## config.mk

```make
export PLATFORM = sky130hd
export DESIGN_NAME = dtd_codec
export DESIGN_NICKNAME = d
export VERILOG_FILES = /design/src/include/dtd_pkg.sv /design/src/rtl/dtd_codec.sv
export VERILOG_INCLUDE_DIRS = /design/src /design/src/include
export SDC_FILE = /design/constraint.sdc
export NUM_CORES = 1
export LEC_CHECK = 0
export ABC_AREA = 1
export BUFFER_PORTS_ARGS = -buffer_cell sky130_fd_sc_hd__clkbuf_2
export CORE_UTILIZATION = 35
export DETAILED_ROUTE_END_ITERATION = 8
export SLEW_MARGIN = 20
export SYNTH_ARGS = -nofsm -noshare
export SYNTH_HDL_FRONTEND = slang
export SYNTH_SLANG_ARGS = --single-unit
```

## constraint.sdc

```tcl
create_clock -name pclk -period 2.3 [get_ports pclk]
set_input_delay 0.23 -clock pclk [delete_from_list [all_inputs] [get_ports pclk]]
set_output_delay 0.23 -clock pclk [all_outputs]
set_load 0.005 [all_outputs]
```

## src/include/dtd_consts.svh

```systemverilog
/*
 Constants of the dual tone digit codec: offsets, fields, timing.
 Assumes a 50 MHz pclk; all tone timing derives from it.
*/
// Overview of operation
// - Classify tones by counting comparator periods
// - Early steer follows valid pair, drops one cycle after loss
// - Fixed digit code table, rows and columns
// - Steer threshold after guard latches code
// - Guard output driven while early steer high and state not idle
// - Delayed steering flag after settle, in status
// - Interrupt mode pulls pin low on flag
// - Receive latch updates on flag rise only
// - External guard filters dropouts and short tones
// - Steer below threshold frees the receiver
// - Call-progress mode blocks digit decoding
// - Call-progress square wave on interrupt pin
// - Pin is open drain, wave needs enable
// - Transmit write latches code, picks dividers
// - Thirty-two segments per tone period
// - Segment counter addresses sine table, two channels
// - Tones derive from the free running clock
`ifndef DTD_CONSTS_SVH
`define DTD_CONSTS_SVH
// ----------------------------------------
// Register map and fields
// ----------------------------------------
`define DTD_OFF_CTRL 8'h00
`define DTD_OFF_TX 8'h04
`define DTD_OFF_RX 8'h08
`define DTD_OFF_STAT 8'h0c
`define DTD_CTRL_RST 3'h0
`define DTD_MID 8'h80
// ----------------------------------------
// Timing
// ----------------------------------------
`define DTD_CLK_HZ 50000000
`define DTD_CLK_MHZ 50
`define DTD_SEGS 32
`define DTD_SETTLE_NS 100
`define DTD_SETTLE_CYC ((`DTD_SETTLE_NS * `DTD_CLK_MHZ + 999) / 1000)
`define DTD_PER(f) (`DTD_CLK_HZ / (f))
`define DTD_DIV(f) ((`DTD_CLK_HZ + 16 * (f)) / (`DTD_SEGS * (f)) - 1)
`endif

```

## src/include/dtd_pkg.sv

```systemverilog
/*
 Types of the dual tone digit codec.
 Assumes dtd_consts.svh supplies the numbers.
*/
package dtd_pkg;
  // Control register fields
  typedef struct packed {
    logic irq_en;
    logic cp_mode;
    logic tone_en;
  } dtd_ctrl_t;
  // Row and column index pair
  typedef struct packed {
    logic [1:0] row;
    logic [1:0] col;
  } dtd_pair_t;
  // Steering sequence
  typedef enum logic [1:0] {st_idle, st_settle, st_valid} dtd_steer_t;
endpackage : dtd_pkg

```

## src/rtl/dtd_codec.sv

```systemverilog
/*
 Digital core of a dual tone digit transceiver with an APB slave.
 Assumes comparator and steering inputs are asynchronous pins and
 the tone samples feed an external converter.
*/
`timescale 1ns/1ps
`default_nettype none
`include "dtd_consts.svh"
module dtd_codec #(
  // Divider reloads, row then column, for 32 segments per period
  parameter logic [11:0] DIV_R0 = 12'(`DTD_DIV(697)),
  parameter logic [11:0] DIV_R1 = 12'(`DTD_DIV(770)),
  parameter logic [11:0] DIV_R2 = 12'(`DTD_DIV(852)),
  parameter logic [11:0] DIV_R3 = 12'(`DTD_DIV(941)),
  parameter logic [11:0] DIV_C0 = 12'(`DTD_DIV(1209)),
  parameter logic [11:0] DIV_C1 = 12'(`DTD_DIV(1336)),
  parameter logic [11:0] DIV_C2 = 12'(`DTD_DIV(1477)),
  parameter logic [11:0] DIV_C3 = 12'(`DTD_DIV(1633))
) (
  input wire logic pclk,
  input wire logic presetn,
  input wire logic psel,
  input wire logic penable,
  input wire logic pwrite,
  input wire logic [7:0] paddr,
  input wire logic [31:0] pwdata,
  output logic [31:0] prdata,
  output logic pready,
  output logic pslverr,
  input wire logic low_tone_in,
  input wire logic high_tone_in,
  input wire logic progress_tone_in,
  input wire logic steer_guard_pin_i,
  output logic steer_guard_pin_o,
  output logic steer_guard_pin_oe_n,
  output logic early_steer_out,
  output logic interrupt_or_progress_out,
  output logic interrupt_or_progress_oe_n,
  output logic [7:0] row_sample,
  output logic [7:0] col_sample
);
  localparam int SETTLE_I = `DTD_SETTLE_CYC;
  // ----------------------------------------
  // Functions
  // ----------------------------------------
  // Digit code of a row and column index
  function automatic logic [3:0] code_of(logic [1:0] r, logic [1:0] c);
    logic [3:0] v;
    v = 4'h0;
    if (c == 2'd3) begin
      v = (r == 2'd3) ? 4'h0 : 4'(4'hd + r);
    end else if (r != 2'd3) begin
      v = 4'(r * 3 + c + 1);
    end else begin
      v = (c == 2'd0) ? 4'hb : (c == 2'd1) ? 4'ha : 4'hc;
    end
    return v;
  endfunction : code_of
  // Nominal period in clocks of each group frequency
  function automatic logic [16:0] nom_per(logic hi, logic [1:0] k);
    logic [16:0] p;
    unique case ({hi, k})
      3'h0: p = 17'(`DTD_PER(697));
      3'h1: p = 17'(`DTD_PER(770));
      3'h2: p = 17'(`DTD_PER(852));
      3'h3: p = 17'(`DTD_PER(941));
      3'h4: p = 17'(`DTD_PER(1209));
      3'h5: p = 17'(`DTD_PER(1336));
      3'h6: p = 17'(`DTD_PER(1477));
      3'h7: p = 17'(`DTD_PER(1633));
    endcase
    return p;
  endfunction : nom_per
  // Period to {valid, index}, about three percent window
  function automatic logic [2:0] classify(logic [16:0] per, logic hi);
    logic [2:0] r;
    logic [16:0] p;
    r = 3'h0;
    for (int k = 0; k < 4; k++) begin
      p = nom_per(hi, 2'(k));
      if (per >= p - (p >> 5) && per <= p + (p >> 5)) begin
        r = {1'b1, 2'(k)};
      end
    end
    return r;
  endfunction : classify
  // Quarter wave sine, 32 phases around midscale
  function automatic logic [7:0] sine(logic [4:0] ph);
    logic [3:0] i;
    logic [6:0] a;
    i = ph[3] ? 4'(5'd16 - {2'b0, ph[3:0]}) : {1'b0, ph[2:0]};
    i = ph[3] ? 4'(8 - {1'b0, ph[2:0]}) : i;
    unique case (i)
      4'h0: a = 7'd0;
      4'h1: a = 7'd25;
      4'h2: a = 7'd49;
      4'h3: a = 7'd71;
      4'h4: a = 7'd90;
      4'h5: a = 7'd106;
      4'h6: a = 7'd117;
      4'h7: a = 7'd125;
      default: a = 7'd127;
    endcase
    return ph[4] ? 8'(`DTD_MID - a) : 8'(`DTD_MID + a);
  endfunction : sine
  // ----------------------------------------
  // APB slave
  // ----------------------------------------
  dtd_pkg::dtd_ctrl_t ctrl_q; // Mode and enables
  logic [3:0] tx_code_q; // Transmit digit
  logic [3:0] rx_data_q; // Receive output latch
  logic [3:0] pend_q; // Code caught at registration
  dtd_pkg::dtd_steer_t state_q;
  logic est_q;
  logic setup;
  logic hit;
  assign setup = psel & ~penable & ~pready;
  assign hit = paddr == `DTD_OFF_CTRL || paddr == `DTD_OFF_TX ||
               paddr == `DTD_OFF_RX || paddr == `DTD_OFF_STAT;
  // Answer one cycle after setup, so access has one cycle
  always_ff @(posedge pclk or negedge presetn) begin
    if (!presetn) begin
      pready <= 1'b0;
      pslverr <= 1'b0;
      prdata <= 32'h0;
    end else begin
      pready <= setup;
      pslverr <= setup & ~hit; // Unmapped address errors
      prdata <= 32'h0;
      if (setup && !pwrite) begin
        unique case (paddr)
          `DTD_OFF_CTRL: prdata <= {29'h0, ctrl_q};
          `DTD_OFF_TX: prdata <= {28'h0, tx_code_q};
          `DTD_OFF_RX: prdata <= {28'h0, rx_data_q};
          `DTD_OFF_STAT: prdata <= {28'h0, state_q != dtd_pkg::st_idle,
            ctrl_q.tone_en, est_q, state_q == dtd_pkg::st_valid};
          default: prdata <= 32'h0;
        endcase
      end
    end
  end
  // Writes take effect at the access edge
  always_ff @(posedge pclk or negedge presetn) begin
    if (!presetn) begin
      ctrl_q <= `DTD_CTRL_RST;
      tx_code_q <= 4'h0;
    end else if (psel && penable && pready && pwrite) begin
      if (paddr == `DTD_OFF_CTRL) begin
        ctrl_q <= pwdata[2:0];
      end
      if (paddr == `DTD_OFF_TX) begin
        tx_code_q <= pwdata[3:0];
      end
    end
  end
  // ----------------------------------------
  // Input synchronisers
  // ----------------------------------------
  logic [3:0] s1_q; // First stage, read only by s2_q
  logic [3:0] s2_q; // {progress, steer, high, low}
  always_ff @(posedge pclk or negedge presetn) begin
    if (!presetn) begin
      s1_q <= 4'h0;
      s2_q <= 4'h0;
    end else begin
      s1_q <= {progress_tone_in, steer_guard_pin_i, high_tone_in, low_tone_in};
      s2_q <= s1_q;
    end
  end
  // ----------------------------------------
  // Tone period counters, one per group
  // ----------------------------------------
  logic [1:0] grp_ok;
  logic [1:0] grp_idx [2];
  for (genvar g = 0; g < 2; g++) begin : g_rx
    logic prev_q;
    logic [16:0] cnt_q;
    logic [2:0] last_q;
    logic [2:0] cls;
    assign cls = classify(cnt_q, 1'(g));
    // Two matching periods in a row make a group valid; a voice-like
    // signal wanders and fails the match
    always_ff @(posedge pclk or negedge presetn) begin
      if (!presetn) begin
        prev_q <= 1'b0;
        cnt_q <= 17'h0;
        last_q <= 3'h0;
        grp_ok[g] <= 1'b0;
        grp_idx[g] <= 2'h0;
      end else begin
        prev_q <= s2_q[g];
        if (s2_q[g] && !prev_q) begin
          cnt_q <= 17'h1;
          last_q <= cls;
          grp_ok[g] <= cls[2] && cls == last_q;
          grp_idx[g] <= cls[1:0];
        end else if (cnt_q == 17'h1ffff) begin
          grp_ok[g] <= 1'b0; // Signal stopped
        end else begin
          cnt_q <= cnt_q + 17'h1;
          if (cnt_q > nom_per(1'(g), 2'h0) + (nom_per(1'(g), 2'h0) >> 5)) begin
            grp_ok[g] <= 1'b0;
          end
        end
      end
    end
  end
  // ----------------------------------------
  // Early steering and steering sequence
  // ----------------------------------------
  logic both;
  logic [3:0] cnt_s_q;
  assign both = &grp_ok & ~ctrl_q.cp_mode;
  // Early steer drops in the cycle after the pair is lost
  always_ff @(posedge pclk or negedge presetn) begin
    if (!presetn) begin
      est_q <= 1'b0;
    end else begin
      est_q <= both;
    end
  end
  // Guard times come from the external RC seen on the steer pin
  always_ff @(posedge pclk or negedge presetn) begin
    if (!presetn) begin
      state_q <= dtd_pkg::st_idle;
      pend_q <= 4'h0;
      rx_data_q <= 4'h0;
      cnt_s_q <= 4'h0;
    end else if (!s2_q[2]) begin
      state_q <= dtd_pkg::st_idle;
    end else begin
      unique case (state_q)
        dtd_pkg::st_idle: begin
          if (est_q) begin
            state_q <= dtd_pkg::st_settle;
            pend_q <= code_of(grp_idx[0], grp_idx[1]);
            cnt_s_q <= 4'h1;
          end
        end
        dtd_pkg::st_settle: begin
          cnt_s_q <= cnt_s_q + 4'h1;
          if (cnt_s_q == 4'(SETTLE_I)) begin
            state_q <= dtd_pkg::st_valid;
            rx_data_q <= pend_q;
          end
        end
        dtd_pkg::st_valid: state_q <= dtd_pkg::st_valid;
      endcase
    end
  end
  // ----------------------------------------
  // Pins: guard drive and interrupt
  // ----------------------------------------
  // Guard drive holds the RC high; released it lets the RC fall
  always_ff @(posedge pclk or negedge presetn) begin
    if (!presetn) begin
      steer_guard_pin_o <= 1'b0;
      steer_guard_pin_oe_n <= 1'b1;
      early_steer_out <= 1'b0;
      interrupt_or_progress_out <= 1'b0;
      interrupt_or_progress_oe_n <= 1'b1;
    end else begin
      steer_guard_pin_o <= 1'b1;
      steer_guard_pin_oe_n <= ~(both && state_q != dtd_pkg::st_idle);
      early_steer_out <= both;
      interrupt_or_progress_out <= 1'b0;
      if (!ctrl_q.irq_en) begin
        interrupt_or_progress_oe_n <= 1'b1;
      end else if (ctrl_q.cp_mode) begin
        interrupt_or_progress_oe_n <= s2_q[3];
      end else begin
        interrupt_or_progress_oe_n <= state_q != dtd_pkg::st_valid;
      end
    end
  end
  // ----------------------------------------
  // Tone synthesizers, row and column
  // ----------------------------------------
  dtd_pkg::dtd_pair_t txp;
  logic [11:0] rel [2];
  logic [7:0] smp [2];
  logic [4:0] seg [2];
  // Search the same table the receiver uses, a 2-of-8 pick
  always_comb begin
    txp = '0;
    for (int i = 0; i < 16; i++) begin
      if (code_of(2'(i >> 2), 2'(i)) == tx_code_q) begin
        txp = 4'(i);
      end
    end
    rel[0] = txp.row[1] ? (txp.row[0] ? DIV_R3 : DIV_R2) :
             (txp.row[0] ? DIV_R1 : DIV_R0);
    rel[1] = txp.col[1] ? (txp.col[0] ? DIV_C3 : DIV_C2) :
             (txp.col[0] ? DIV_C1 : DIV_C0);
  end
  for (genvar g = 0; g < 2; g++) begin : g_tx
    logic [11:0] div_q;
    // Runs off the always running pclk, no start-up wait
    always_ff @(posedge pclk or negedge presetn) begin
      if (!presetn) begin
        div_q <= 12'h0;
        seg[g] <= 5'h0;
        smp[g] <= `DTD_MID;
      end else if (!ctrl_q.tone_en) begin
        div_q <= 12'h0;
        seg[g] <= 5'h0;
        smp[g] <= `DTD_MID;
      end else begin
        smp[g] <= sine(seg[g]);
        if (div_q >= rel[g]) begin
          div_q <= 12'h0;
          seg[g] <= seg[g] + 5'h1;
        end else begin
          div_q <= div_q + 12'h1;
        end
      end
    end
  end
  assign row_sample = smp[0];
  assign col_sample = smp[1];
endmodule : dtd_codec
`default_nettype wire

```

# --- Word-level counts from Yosys, hierarchy flattened ---
# Memory sizes are Yosys's and may differ from the RTL's.
# Index checks and enable logic that the tools add are counted.
word_totals:
  ff_bits: 165
  romBits: 112
  input_bits: 49
  mem_count: 2
classes:
  n_addsub: 16
  mul: 1
  n_lt_le_gt_ge: 20
  eq_ne: 36
  n_mux: 72
  bitwise_logic: 9
  reduce_logical: 38
memory_table:
  columns: ["name", "words", "width", "rd", "rd_ports_with_merged_regs", "wr", "line", "source"]
  rows:
  - ["(no name shown)", 8, 7, 1, 0, 0, "dtd_codec.sv:93", "unique case (i)"]
  - ["(no name shown)", 8, 7, 1, 0, 0, "dtd_codec.sv:93", null]
op_table:
  columns: ["op", "count"]
  rows:
  - ["17-bit by 16-bit >= comparator with 1-bit output (second input constant)", 6]
  - ["17-bit by 16-bit <= comparator with 1-bit output (second input constant)", 5]
  - ["4-bit 2-to-1 mux", 20]
  - ["12-bit 2-to-1 mux", 6]
  - ["17-bit 2-to-1 mux", 4]
  - ["17-bit by 1-bit adder with 17-bit output (second input constant)", 2]
  - ["17-bit equality test (second input constant)", 2]
  - ["17-bit <= comparator (second input constant)", 2]
  - ["4-bit equality test (first input constant)", 8]
  - ["32-bit 2-to-1 mux", 1]
  - ["8-bit 2-to-1 mux", 4]
  - ["3-bit 2-to-1 mux", 10]
  - ["7-bit 2-to-1 mux", 4]
  - ["12-bit by 1-bit adder with 12-bit output (second input constant)", 2]
  - ["11-bit 2-to-1 mux", 2]
  - ["5-bit 2-to-1 mux", 4]
  - ["9-bit 2-to-1 mux", 2]
  - ["17-bit by 15-bit >= comparator with 1-bit output (second input constant)", 1]
  - ["17-bit >= comparator (second input constant)", 1]
  - ["17-bit by 16-bit greater-than comparator with 1-bit output (second input constant)", 1]
  - ["17-bit greater-than comparator (second input constant)", 1]
  - ["17-bit by 15-bit <= comparator with 1-bit output (second input constant)", 1]
  - ["1-bit logical AND", 17]
  - ["8-bit by 7-bit adder with 8-bit output (first input constant)", 2]
  - ["other kinds (36)", 84]

# --- Longest topological paths before layout ---
# Gate-level depths: netlist of run 1.
depth:
  depth_word: 21
  depth_mapped: 19
  depth_no_buf: 19

# --- Worst setup path before layout of run 1 ---
# Ideal clock, no wire load.
synth_timing:
  path_type: "reg2reg"
  startpoint: "register tx_code_q[1]"
  endpoint: "register seg[2] in the netlist's numbering"
  setup_time_ns: 0.073
  t_arrival_ns: 2.494
  t_required_ns: 2.227
  setup_slack_ns: -0.267
  path_stages_with_launch: 18
  path_buffers: 1
  cell_sequence: "dfrtp_1 -> inv_1 -> o21ai_0 -> xor2_1 -> inv_1 -> ha_1 -> inv_1 -> ha_1 -> a21oi_1 -> nor2_1 -> nor3_1 -> nand2_1 -> a31oi_1 -> nand2_1 -> nor2_2 -> inv_1 -> buf_6 -> a21oi_2"
synth_via:
  elab_chain_len: 20
synth_rtl:
  columns: ["item", "line", "source"]
  rows:
  - ["from (decl)", "dtd_codec.sv:110", "logic [3:0] tx_code_q;"]
  - ["from (signal assigned)", "dtd_codec.sv:152", "tx_code_q <= pwdata[3:0];"]
  - ["2-bit by 4-bit equality test with 1-bit output", "dtd_codec.sv:287", "if (code_of(2'(i >> 2), 2'(i)) == tx_code_q) begin"]
  - ["1-bit 2-to-1 mux", "dtd_codec.sv:287", null]
  - ["4-bit 2-to-1 mux (13 in series)", "dtd_codec.sv:287", null]
  - ["4-bit 2-to-1 mux (*)", "dtd_codec.sv:287", null]
  - ["11-bit 2-to-1 mux or 9-bit 2-to-1 mux (tied branches)", "dtd_codec.sv:293, dtd_codec.sv:294", null]
  - ["11-bit 2-to-1 mux (*)", "dtd_codec.sv:293", "rel[1] = txp.col[1] ? (txp.col[0] ? DIV_C3 : DIV_C2) :"]
  - ["12-bit by 11-bit >= comparator with 1-bit output (*)", "dtd_codec.sv:310", "if (div_q >= rel[g]) begin"]
  - ["2-bit by 1-bit inequality test with 1-bit output (no source line) (*)", null, null]
  - ["to (signal, indexed assignment)", "dtd_codec.sv:312", "seg[g] <= seg[g] + 5'h1;"]
  - ["to (decl)", "dtd_codec.sv:282", "logic [4:0] seg [2];"]
# Mark *: on every way between the ends. The rest lies on a longest branch, timed or not.
# A chain may end at the register's enable or synchronous reset.

# --- Final worst setup path of run 1 ---
layout_timing:
  startpoint: "register tx_code_q[1]"
  endpoint: "register g_tx[0].div_q[2]"
layout_via:
  elab_chain_len: 19
layout_rtl:
  columns: ["item", "line", "source"]
  rows:
  - ["4-bit equality test", "dtd_codec.sv:287", null]
  - ["4-bit 2-to-1 mux (12 in series)", "dtd_codec.sv:287", null]
  - ["4-bit 2-to-1 mux (*)", "dtd_codec.sv:287", null]
  - ["12-bit 2-to-1 mux or 9-bit 2-to-1 mux (tied branches)", "dtd_codec.sv:292, dtd_codec.sv:291", null]
  - ["12-bit 2-to-1 mux (*)", "dtd_codec.sv:291", "rel[0] = txp.row[1] ? (txp.row[0] ? DIV_R3 : DIV_R2) :"]
  - ["12-bit >= comparator (*)", "dtd_codec.sv:310", null]
  - ["12-bit 2-to-1 mux (*)", "dtd_codec.sv:310", null]
  - ["12-bit 2-to-1 mux (*)", "dtd_codec.sv:304", "end else if (!ctrl_q.tone_en) begin"]
  - ["to (signal assigned)", "dtd_codec.sv:314", "div_q <= div_q + 12'h1;"]
  - ["to (decl)", "dtd_codec.sv:297", "logic [11:0] div_q;"]
# Marked as above.

==> run_results.csv, run 1 <==
group,metric,value,unit
status,outcome,"complete, but fails checks",
status,violations,"setup timing",
critical_path,path_buf_inv,5,
timing,fin_skew,0.00977,ns
routing,vias_per_cell,4.79,
critical_path,arrival,2.89,ns
critical_path,crit_top_cell,"inv_2",
clock_tree,cts.sinks,133,
synthesis,ys_top_cells_by_area,"dfrtp_1 36%, nand2_1 11%, ha_1 8.9%",
run,max-cap-violations,0,
synthesis,ys_ff_latch,133,
synthesis,synth_edf_count,0,
finish,final-seq-area,3330,um^2
finish,layout-drive-gt1-share,22.5,%
timing,tightest_slew,0.601,ns
placement,io_buffers,46,
critical_path,crit_chain,"inv_2 > buf_4 > nand4_1 > nand3_2 > inv_2 > ha_4 > inv_2 > ha_4 > a21oi_2 > o211ai_1 > nor2_2 > nand3_2 > buf_6 > nor3b_2",
floorplanning,start_util,36.1,%
routing,wl_per_cell,12.8,um
critical_path,cp_slowest_stage_delay,0.39,ns
routing,antenna_left,0,
placement,place_ws,-0.259,ns
timing,final-hold-violation-count,0,
synthesis,synth-async-reset-ratio,100,%
finish,final_area,11200,um^2
clock_tree,cts.clk_slew.worst_paths,0.06,ns
routing,drc,0,
finish,final_nets,1486,
power,p_per_area,576,nW/um^2
routing,drt_first_pass_iters,8,
critical_path,crit_family,"simple AND/OR/NAND/NOR gates",
synthesis,ys_types,49,
critical_path,cp-start-kind,"flop",
timing,setup_tns,-4.38,ns
floorplanning,num_rows,57,
clock_tree,insertion_delay,0.42,ns
critical_path,crit_type,"reg2reg",
routing,wl,21900,um
critical_path,slowest_stage,"dfrtp_1",
timing,rsz0062_at_grt,"true",
clock_tree,cts_root_buffer,"clkbuf_16",
clock_tree,cts_tree,"built",
power,ir_drop,0.000394,V
finish,final_common_cell,"nand2_1",
clock_tree,cts_made_buffers,17,
synthesis,synth-warning-count,0,
critical_path,cp-end-kind,"flop",
routing,drt-initial-drc-count,589,
timing,period_share,111,%
synthesis,avgSynthCellArea,7.28,um^2
placement,place_congestion,0.896,
finish,final_cell_mix,"236 x nand2_1, 170 x nor2_1, 150 x inv_1",
synthesis,synth_ff_type,"dfrtp_1",
timing,slew_viol_final,0,
critical_path,worstPathRequired,2.64,ns
worst_hold_path,hold_path.class,"in2reg",
timing,holdWs,0.101,ns
clock_tree,cts.path.max_buffers,2,
timing,timing.final.ws_setup,-0.248,ns
routing,vias,8191,
synthesis,yosysTopAreaCell,"dfrtp_1",
floorplanning,die_h,161,um
synthesis,synthCells,1220,
global_route,grt_pass1_wl,37100,um
floorplanning,core-area,24600,um^2
global_route,grt_overflow_total,0,
synthesis,synth_area,8890,um^2
timing,fin_crit,2.55,ns
clock_tree,ctsHtreeMaxLevel,4,
global_route,grt_use_total,17.5,%
finish,area_growth,26.4,%
timing,max_slew_margin,59.9,%
finish,multi_input_area,5150,um^2
placement,place_area,10200,um^2
finish,fillCellCount,2425,
finish,antenna_cells,0,
critical_path,path_max_fanout,5,
timing,setup_viol,34,
floorplanning,io_pins,104,
placement,dpl.hpwl,16400,um
synthesis,synth_top_cell_area_share,36.3,%
global_route,grt_pass1_vias,7814,
floorplanning,die-width,161,um
timing,fmax,0.392,GHz
floorplanning,die_area,26000,um^2
global_route,grt_max_degree,63,
power,power_leakage,5.46,nW
finish,utilization,45.7,%
synthesis,ys_seq_area_share,37.5,%
global_route,antenna_found_initial,0,
## synthesized netlist by cell type (2+ instances only)
cell / number
o21ai_1: 6
dfrtp_1: 129
nor2_1: 186
a22oi_1: 3
nor3b_1: 2
nand3_1: 83
nor2_2: 10
o21ai_0: 71
nand3b_1: 3
o22ai_1: 7
a32oi_1: 2
buf_2: 4
o21a_1: 2
conb_1: 2
nand2_2: 7
nand2_1: 250
nand4_1: 21
a21oi_1: 62
nor3_1: 30
clkbuf_1: 8
a221oi_1: 3
o21ai_2: 2
nor4_1: 4
fa_1: 2
o211ai_1: 7
ha_1: 63
a31oi_1: 2
xnor2_1: 5
nor3_4: 2
nor3_2: 4
dfstp_2: 4
a211oi_1: 3
inv_2: 6
xor2_1: 12
and3_1: 2
buf_4: 35
inv_1: 164
## final timing paths
path | from | to | slack [ns] | depth (start not counted)
min in group asynchronous | presetn | prdata[2] | 0.36 | 2
min reg2reg | s1_q[2] | s2_q[2] | 0.34 | 0
max | tx_code_q[1] | g_tx[0].div_q[2] | -0.25 | 14
max in group asynchronous | presetn | row_sample[7] | 1.20 | 3
max reg2reg | tx_code_q[1] | g_tx[0].div_q[2] | -0.25 | 14
min | psel | pready | 0.10 | 2
## power breakdown
part / leakage (nW) / internal (mW) / switching (mW)
Sequential: 1.79 / 2.46 / 0.0710
Combinational: 3.37 / 0.405 / 0.646
Clock: 0.297 / 1.81 / 1.08
Total: 5.46 / 4.68 / 1.79
## what timing repair did
| item | CTS | global route |
|---|---|---|
| gates resized for setup | 46 | 54 |
| pin swaps | 17 | 17 |
| endpoints found under the setup margin | 44 | 56 |
| hold buffers | 6 | 0 |
| gates cloned | 1 | 0 |
| setup buffers | 6 | 5 |
| endpoints found under the hold margin | 61 | 0 |
## per-stage QoR
stage                     total power, mW  instances
after floorplan                      3.18       1248
after global placement               3.57       1659
after detailed placement             3.58       1659
after CTS                            6.51       1704
after global routing                 6.80       1709
final                                6.47       1709
## routing by layer
| layer | vias to the layer above | wire length (um) | GRT usage (%) | share of wire, % |
|---|---|---|---|---|
| met5 | - | 0 | 0 | 0 |
| met4 | 0 | 317 | 4.55 | 1.4 |
| met3 | 25 | 754 | 3.06 | 3.4 |
| met2 | 163 | 10500 | 28.9 | 48 |
| met1 | 3796 | 10300 | 23.5 | 47 |
| li1 | 4207 | - | - | - |
## worst reg2reg max path: cells and delay by family (launching register included)
family	cells	cell delay, ns
AOI/OAI and AO/OA	2	0.30
DFF	1	0.39
buffers and inverters	5	0.59
and+or+nand+nor	5	0.75
adders and majority gates	2	0.44
## cell families after synthesis
kind of cell / share of synthesized area (%)
AO/OA/AOI/OAI: 11.0
XOR/XNOR: 1.68
adder cells (fa/ha/maj): 9.32
buffers and inverters: 10.9
flip-flops: 37.5
other: 0.0845
AND/OR/NAND/NOR: 29.6
## area by class of cell
class / count / area share, %
clock buffers: 19 / 3.85
clock inverters: 13 / 1.61
inverters: 171 / 5.78
multi-input cells: 896 / 45.8
flip-flops and latches: 133 / 29.7
well taps: 324 / 3.61
repair buffers: 153 / 9.67
## sequential cells by signal, summed over array words and instances, names as in the netlist, 8 cells and up
register,count
col_sample,8
g_tx.div_q,24
seg,10
g_rx.cnt_q,34
row_sample,8
Note: power is estimated with default switching activity, not from simulation.
==> inputs of run 2 (changes only) <==
Settings changed: BUFFER_PORTS_ARGS -buffer_cell sky130_fd_sc_hd__clkbuf_2 to not set, CTS_BUF_LIST set to sky130_fd_sc_hd__clkbuf_8, DONT_BUFFER_PORTS set to 1.
==> run_results.csv, run 2 (synthesized netlist as in run 1, its figures left out) <==
group,metric,value,unit
floorplanning,die-width,161,um
clock_tree,insertion_delay,0.47,ns
routing,wl_per_cell,13.0,um
finish,largest_reg_flops,34,
critical_path,crit_type,"reg2reg",
placement,place_ws,-0.279,ns
clock_tree,cts.clk_slew.worst_paths,0.10,ns
timing,tightest_slew,0.518,ns
clock_tree,cts_tree,"built",
routing,antenna_left,0,
timing,rsz0062_at_grt,"true",
clock_tree,cts.path.max_buffers,2,
routing,drc,0,
routing,wl,21800,um
clock_tree,ctsHtreeMaxLevel,4,
critical_path,path_max_fanout,6,
critical_path,cp-start-kind,"flop",
timing,setup_viol,34,
finish,final_cell_mix,"235 x nand2_1, 166 x nor2_1, 149 x inv_1",
power,power_leakage,5.24,nW
placement,place_congestion,0.875,
floorplanning,io_pins,104,
global_route,grt_use_total,17.1,%
finish,layout-drive-gt1-share,21.4,%
floorplanning,start_util,36.1,%
run,max-cap-violations,0,
timing,slew_viol_final,0,
placement,dpl.hpwl,16000,um
global_route,grt_pass1_vias,7597,
critical_path,cp-end-kind,"flop",
global_route,grt_pass1_wl,36200,um
timing,fin_crit,2.55,ns
timing,holdWs,-0.563,ns
status,outcome,"complete, but fails checks",
finish,area_growth,23.8,%
clock_tree,postCtsHoldBufs,10,
power,power.total,5.53,mW
finish,final_common_cell,"nand2_1",
timing,final-hold-violation-count,133,
routing,drt-initial-drc-count,438,
global_route,grt_overflow_total,0,
timing,timing.final.ws_setup,-0.245,ns
global_route,grt_max_degree,134,
clock_tree,cts_made_buffers,17,
finish,antenna_cells,0,
floorplanning,num_rows,57,
clock_tree,cts_root_buffer,"clkbuf_8",
clock_tree,cts.sinks,133,
status,violations,"hold timing, setup timing",
critical_path,worstPathRequired,2.68,ns
routing,drt_first_pass_iters,5,
timing,max_slew_margin,65.4,%
timing,period_share,111,%
finish,reg.largest.list,"g_rx.cnt_q (34), g_tx.div_q (24), seg (10)",
routing,vias,8143,
finish,final_nets,1460,
power,ir_drop,0.000304,V
finish,largest_register,"g_rx.cnt_q",
critical_path,arrival,2.92,ns
worst_hold_path,hold_path.class,"in2async",
floorplanning,die_h,161,um
power,p_per_area,502,nW/um^2
routing,vias_per_cell,4.84,
finish,fillCellCount,2489,
timing,fin_skew,0.0268,ns
placement,io_buffers,0,
global_route,antenna_found_initial,0,
floorplanning,core-area,24600,um^2
timing,fmax,0.393,GHz
floorplanning,die_area,26000,um^2
run 2: changes by cell type in the layout (fill, tap and decap cells not counted), moves of 5 or more:
cell,delta
clkbuf_2,-45
buf_4,+17
nor2_2,-5
clkbuf_8,+17
clkbuf_16,-17
nor2_4,+9
run 2: stage by stage:
stage,cells,area (um^2),setup TNS (ns),hold slack (ns),utilization [%]
after floorplan,1248,9160,-0.752,-0.0656,-
after global placement,1622,9970,-4.43,-0.0606,40.5
after CTS,1670,10600,-4.17,-0.580,43.1
after global routing,1683,11000,-11.99,-0.592,44.7
final,1683,11000,-5.06,-0.563,44.7
after detailed placement,1622,9970,-6.78,-0.0603,40.5
run 2: cell type report:
type | instances | area [um^2] | area share, %
repair buffers | 127 | 1000 | 9.13
clock buffers | 17 | 234 | 2.13
well taps | 324 | 405 | 3.68
flip-flops and latches | 133 | 3330 | 30.3
multi-input cells | 896 | 5210 | 47.4
clock inverters | 15 | 158 | 1.43
inverters | 171 | 654 | 5.95
run 2: timing repair:
| item | 4_1_cts | 5_1_grt |
|---|---|---|
| buffers inserted | 5 | 13 |
| endpoints found under the hold margin | 145 | 133 |
| gates cloned | 1 | 0 |
| pin swaps | 10 | 27 |
| resized for setup | 33 | 90 |
| setup endpoints to repair | 42 | 56 |
run 2: worst paths after layout:
check                                    to  cells after the start    startpoint  slack [ns]
setup / recovery           g_tx[0].div_q[2]                     14  tx_code_q[3]       -0.25
hold / removal                   cnt_s_q[1]                      0       presetn       -0.56
setup reg to reg           g_tx[0].div_q[2]                     14  tx_code_q[3]       -0.25
hold reg to reg                     s2_q[0]                      0       s1_q[0]        0.36
max in group asynchronous     col_sample[7]                      0       presetn        2.65
min in group pclk                   pslverr                      3          psel        0.07
run 2: routing by layer:
metal | vias up | wire length (um) | track usage, %
li1 | 4149 | - | -
met1 | 3805 | 10300 | 22.9
met2 | 162 | 10500 | 28.3
met3 | 27 | 739 | 2.82
met4 | 0 | 280 | 4.76
met5 | - | 0 | 0
run 2: worst max-delay path: stages (launching register included):
cell      delay (ns)
dfrtp_1         0.42
nand2_1         0.12
nand4_1         0.23
nand3_4         0.22
inv_4           0.05
ha_4            0.20
ha_4            0.22
a21oi_2         0.11
o21ai_1         0.06
nand2_1         0.06
o211ai_1        0.09
nor2_2          0.20
nand3_4         0.13
buf_8           0.17
nor3b_2         0.14
run 2: power by group:
group          total [mW]  internal, mW  switching, mW
Clock                2.00         0.971           1.03
Sequential           2.53          2.46         0.0700
Combinational        1.00         0.399          0.601
Total                5.53          3.83           1.70
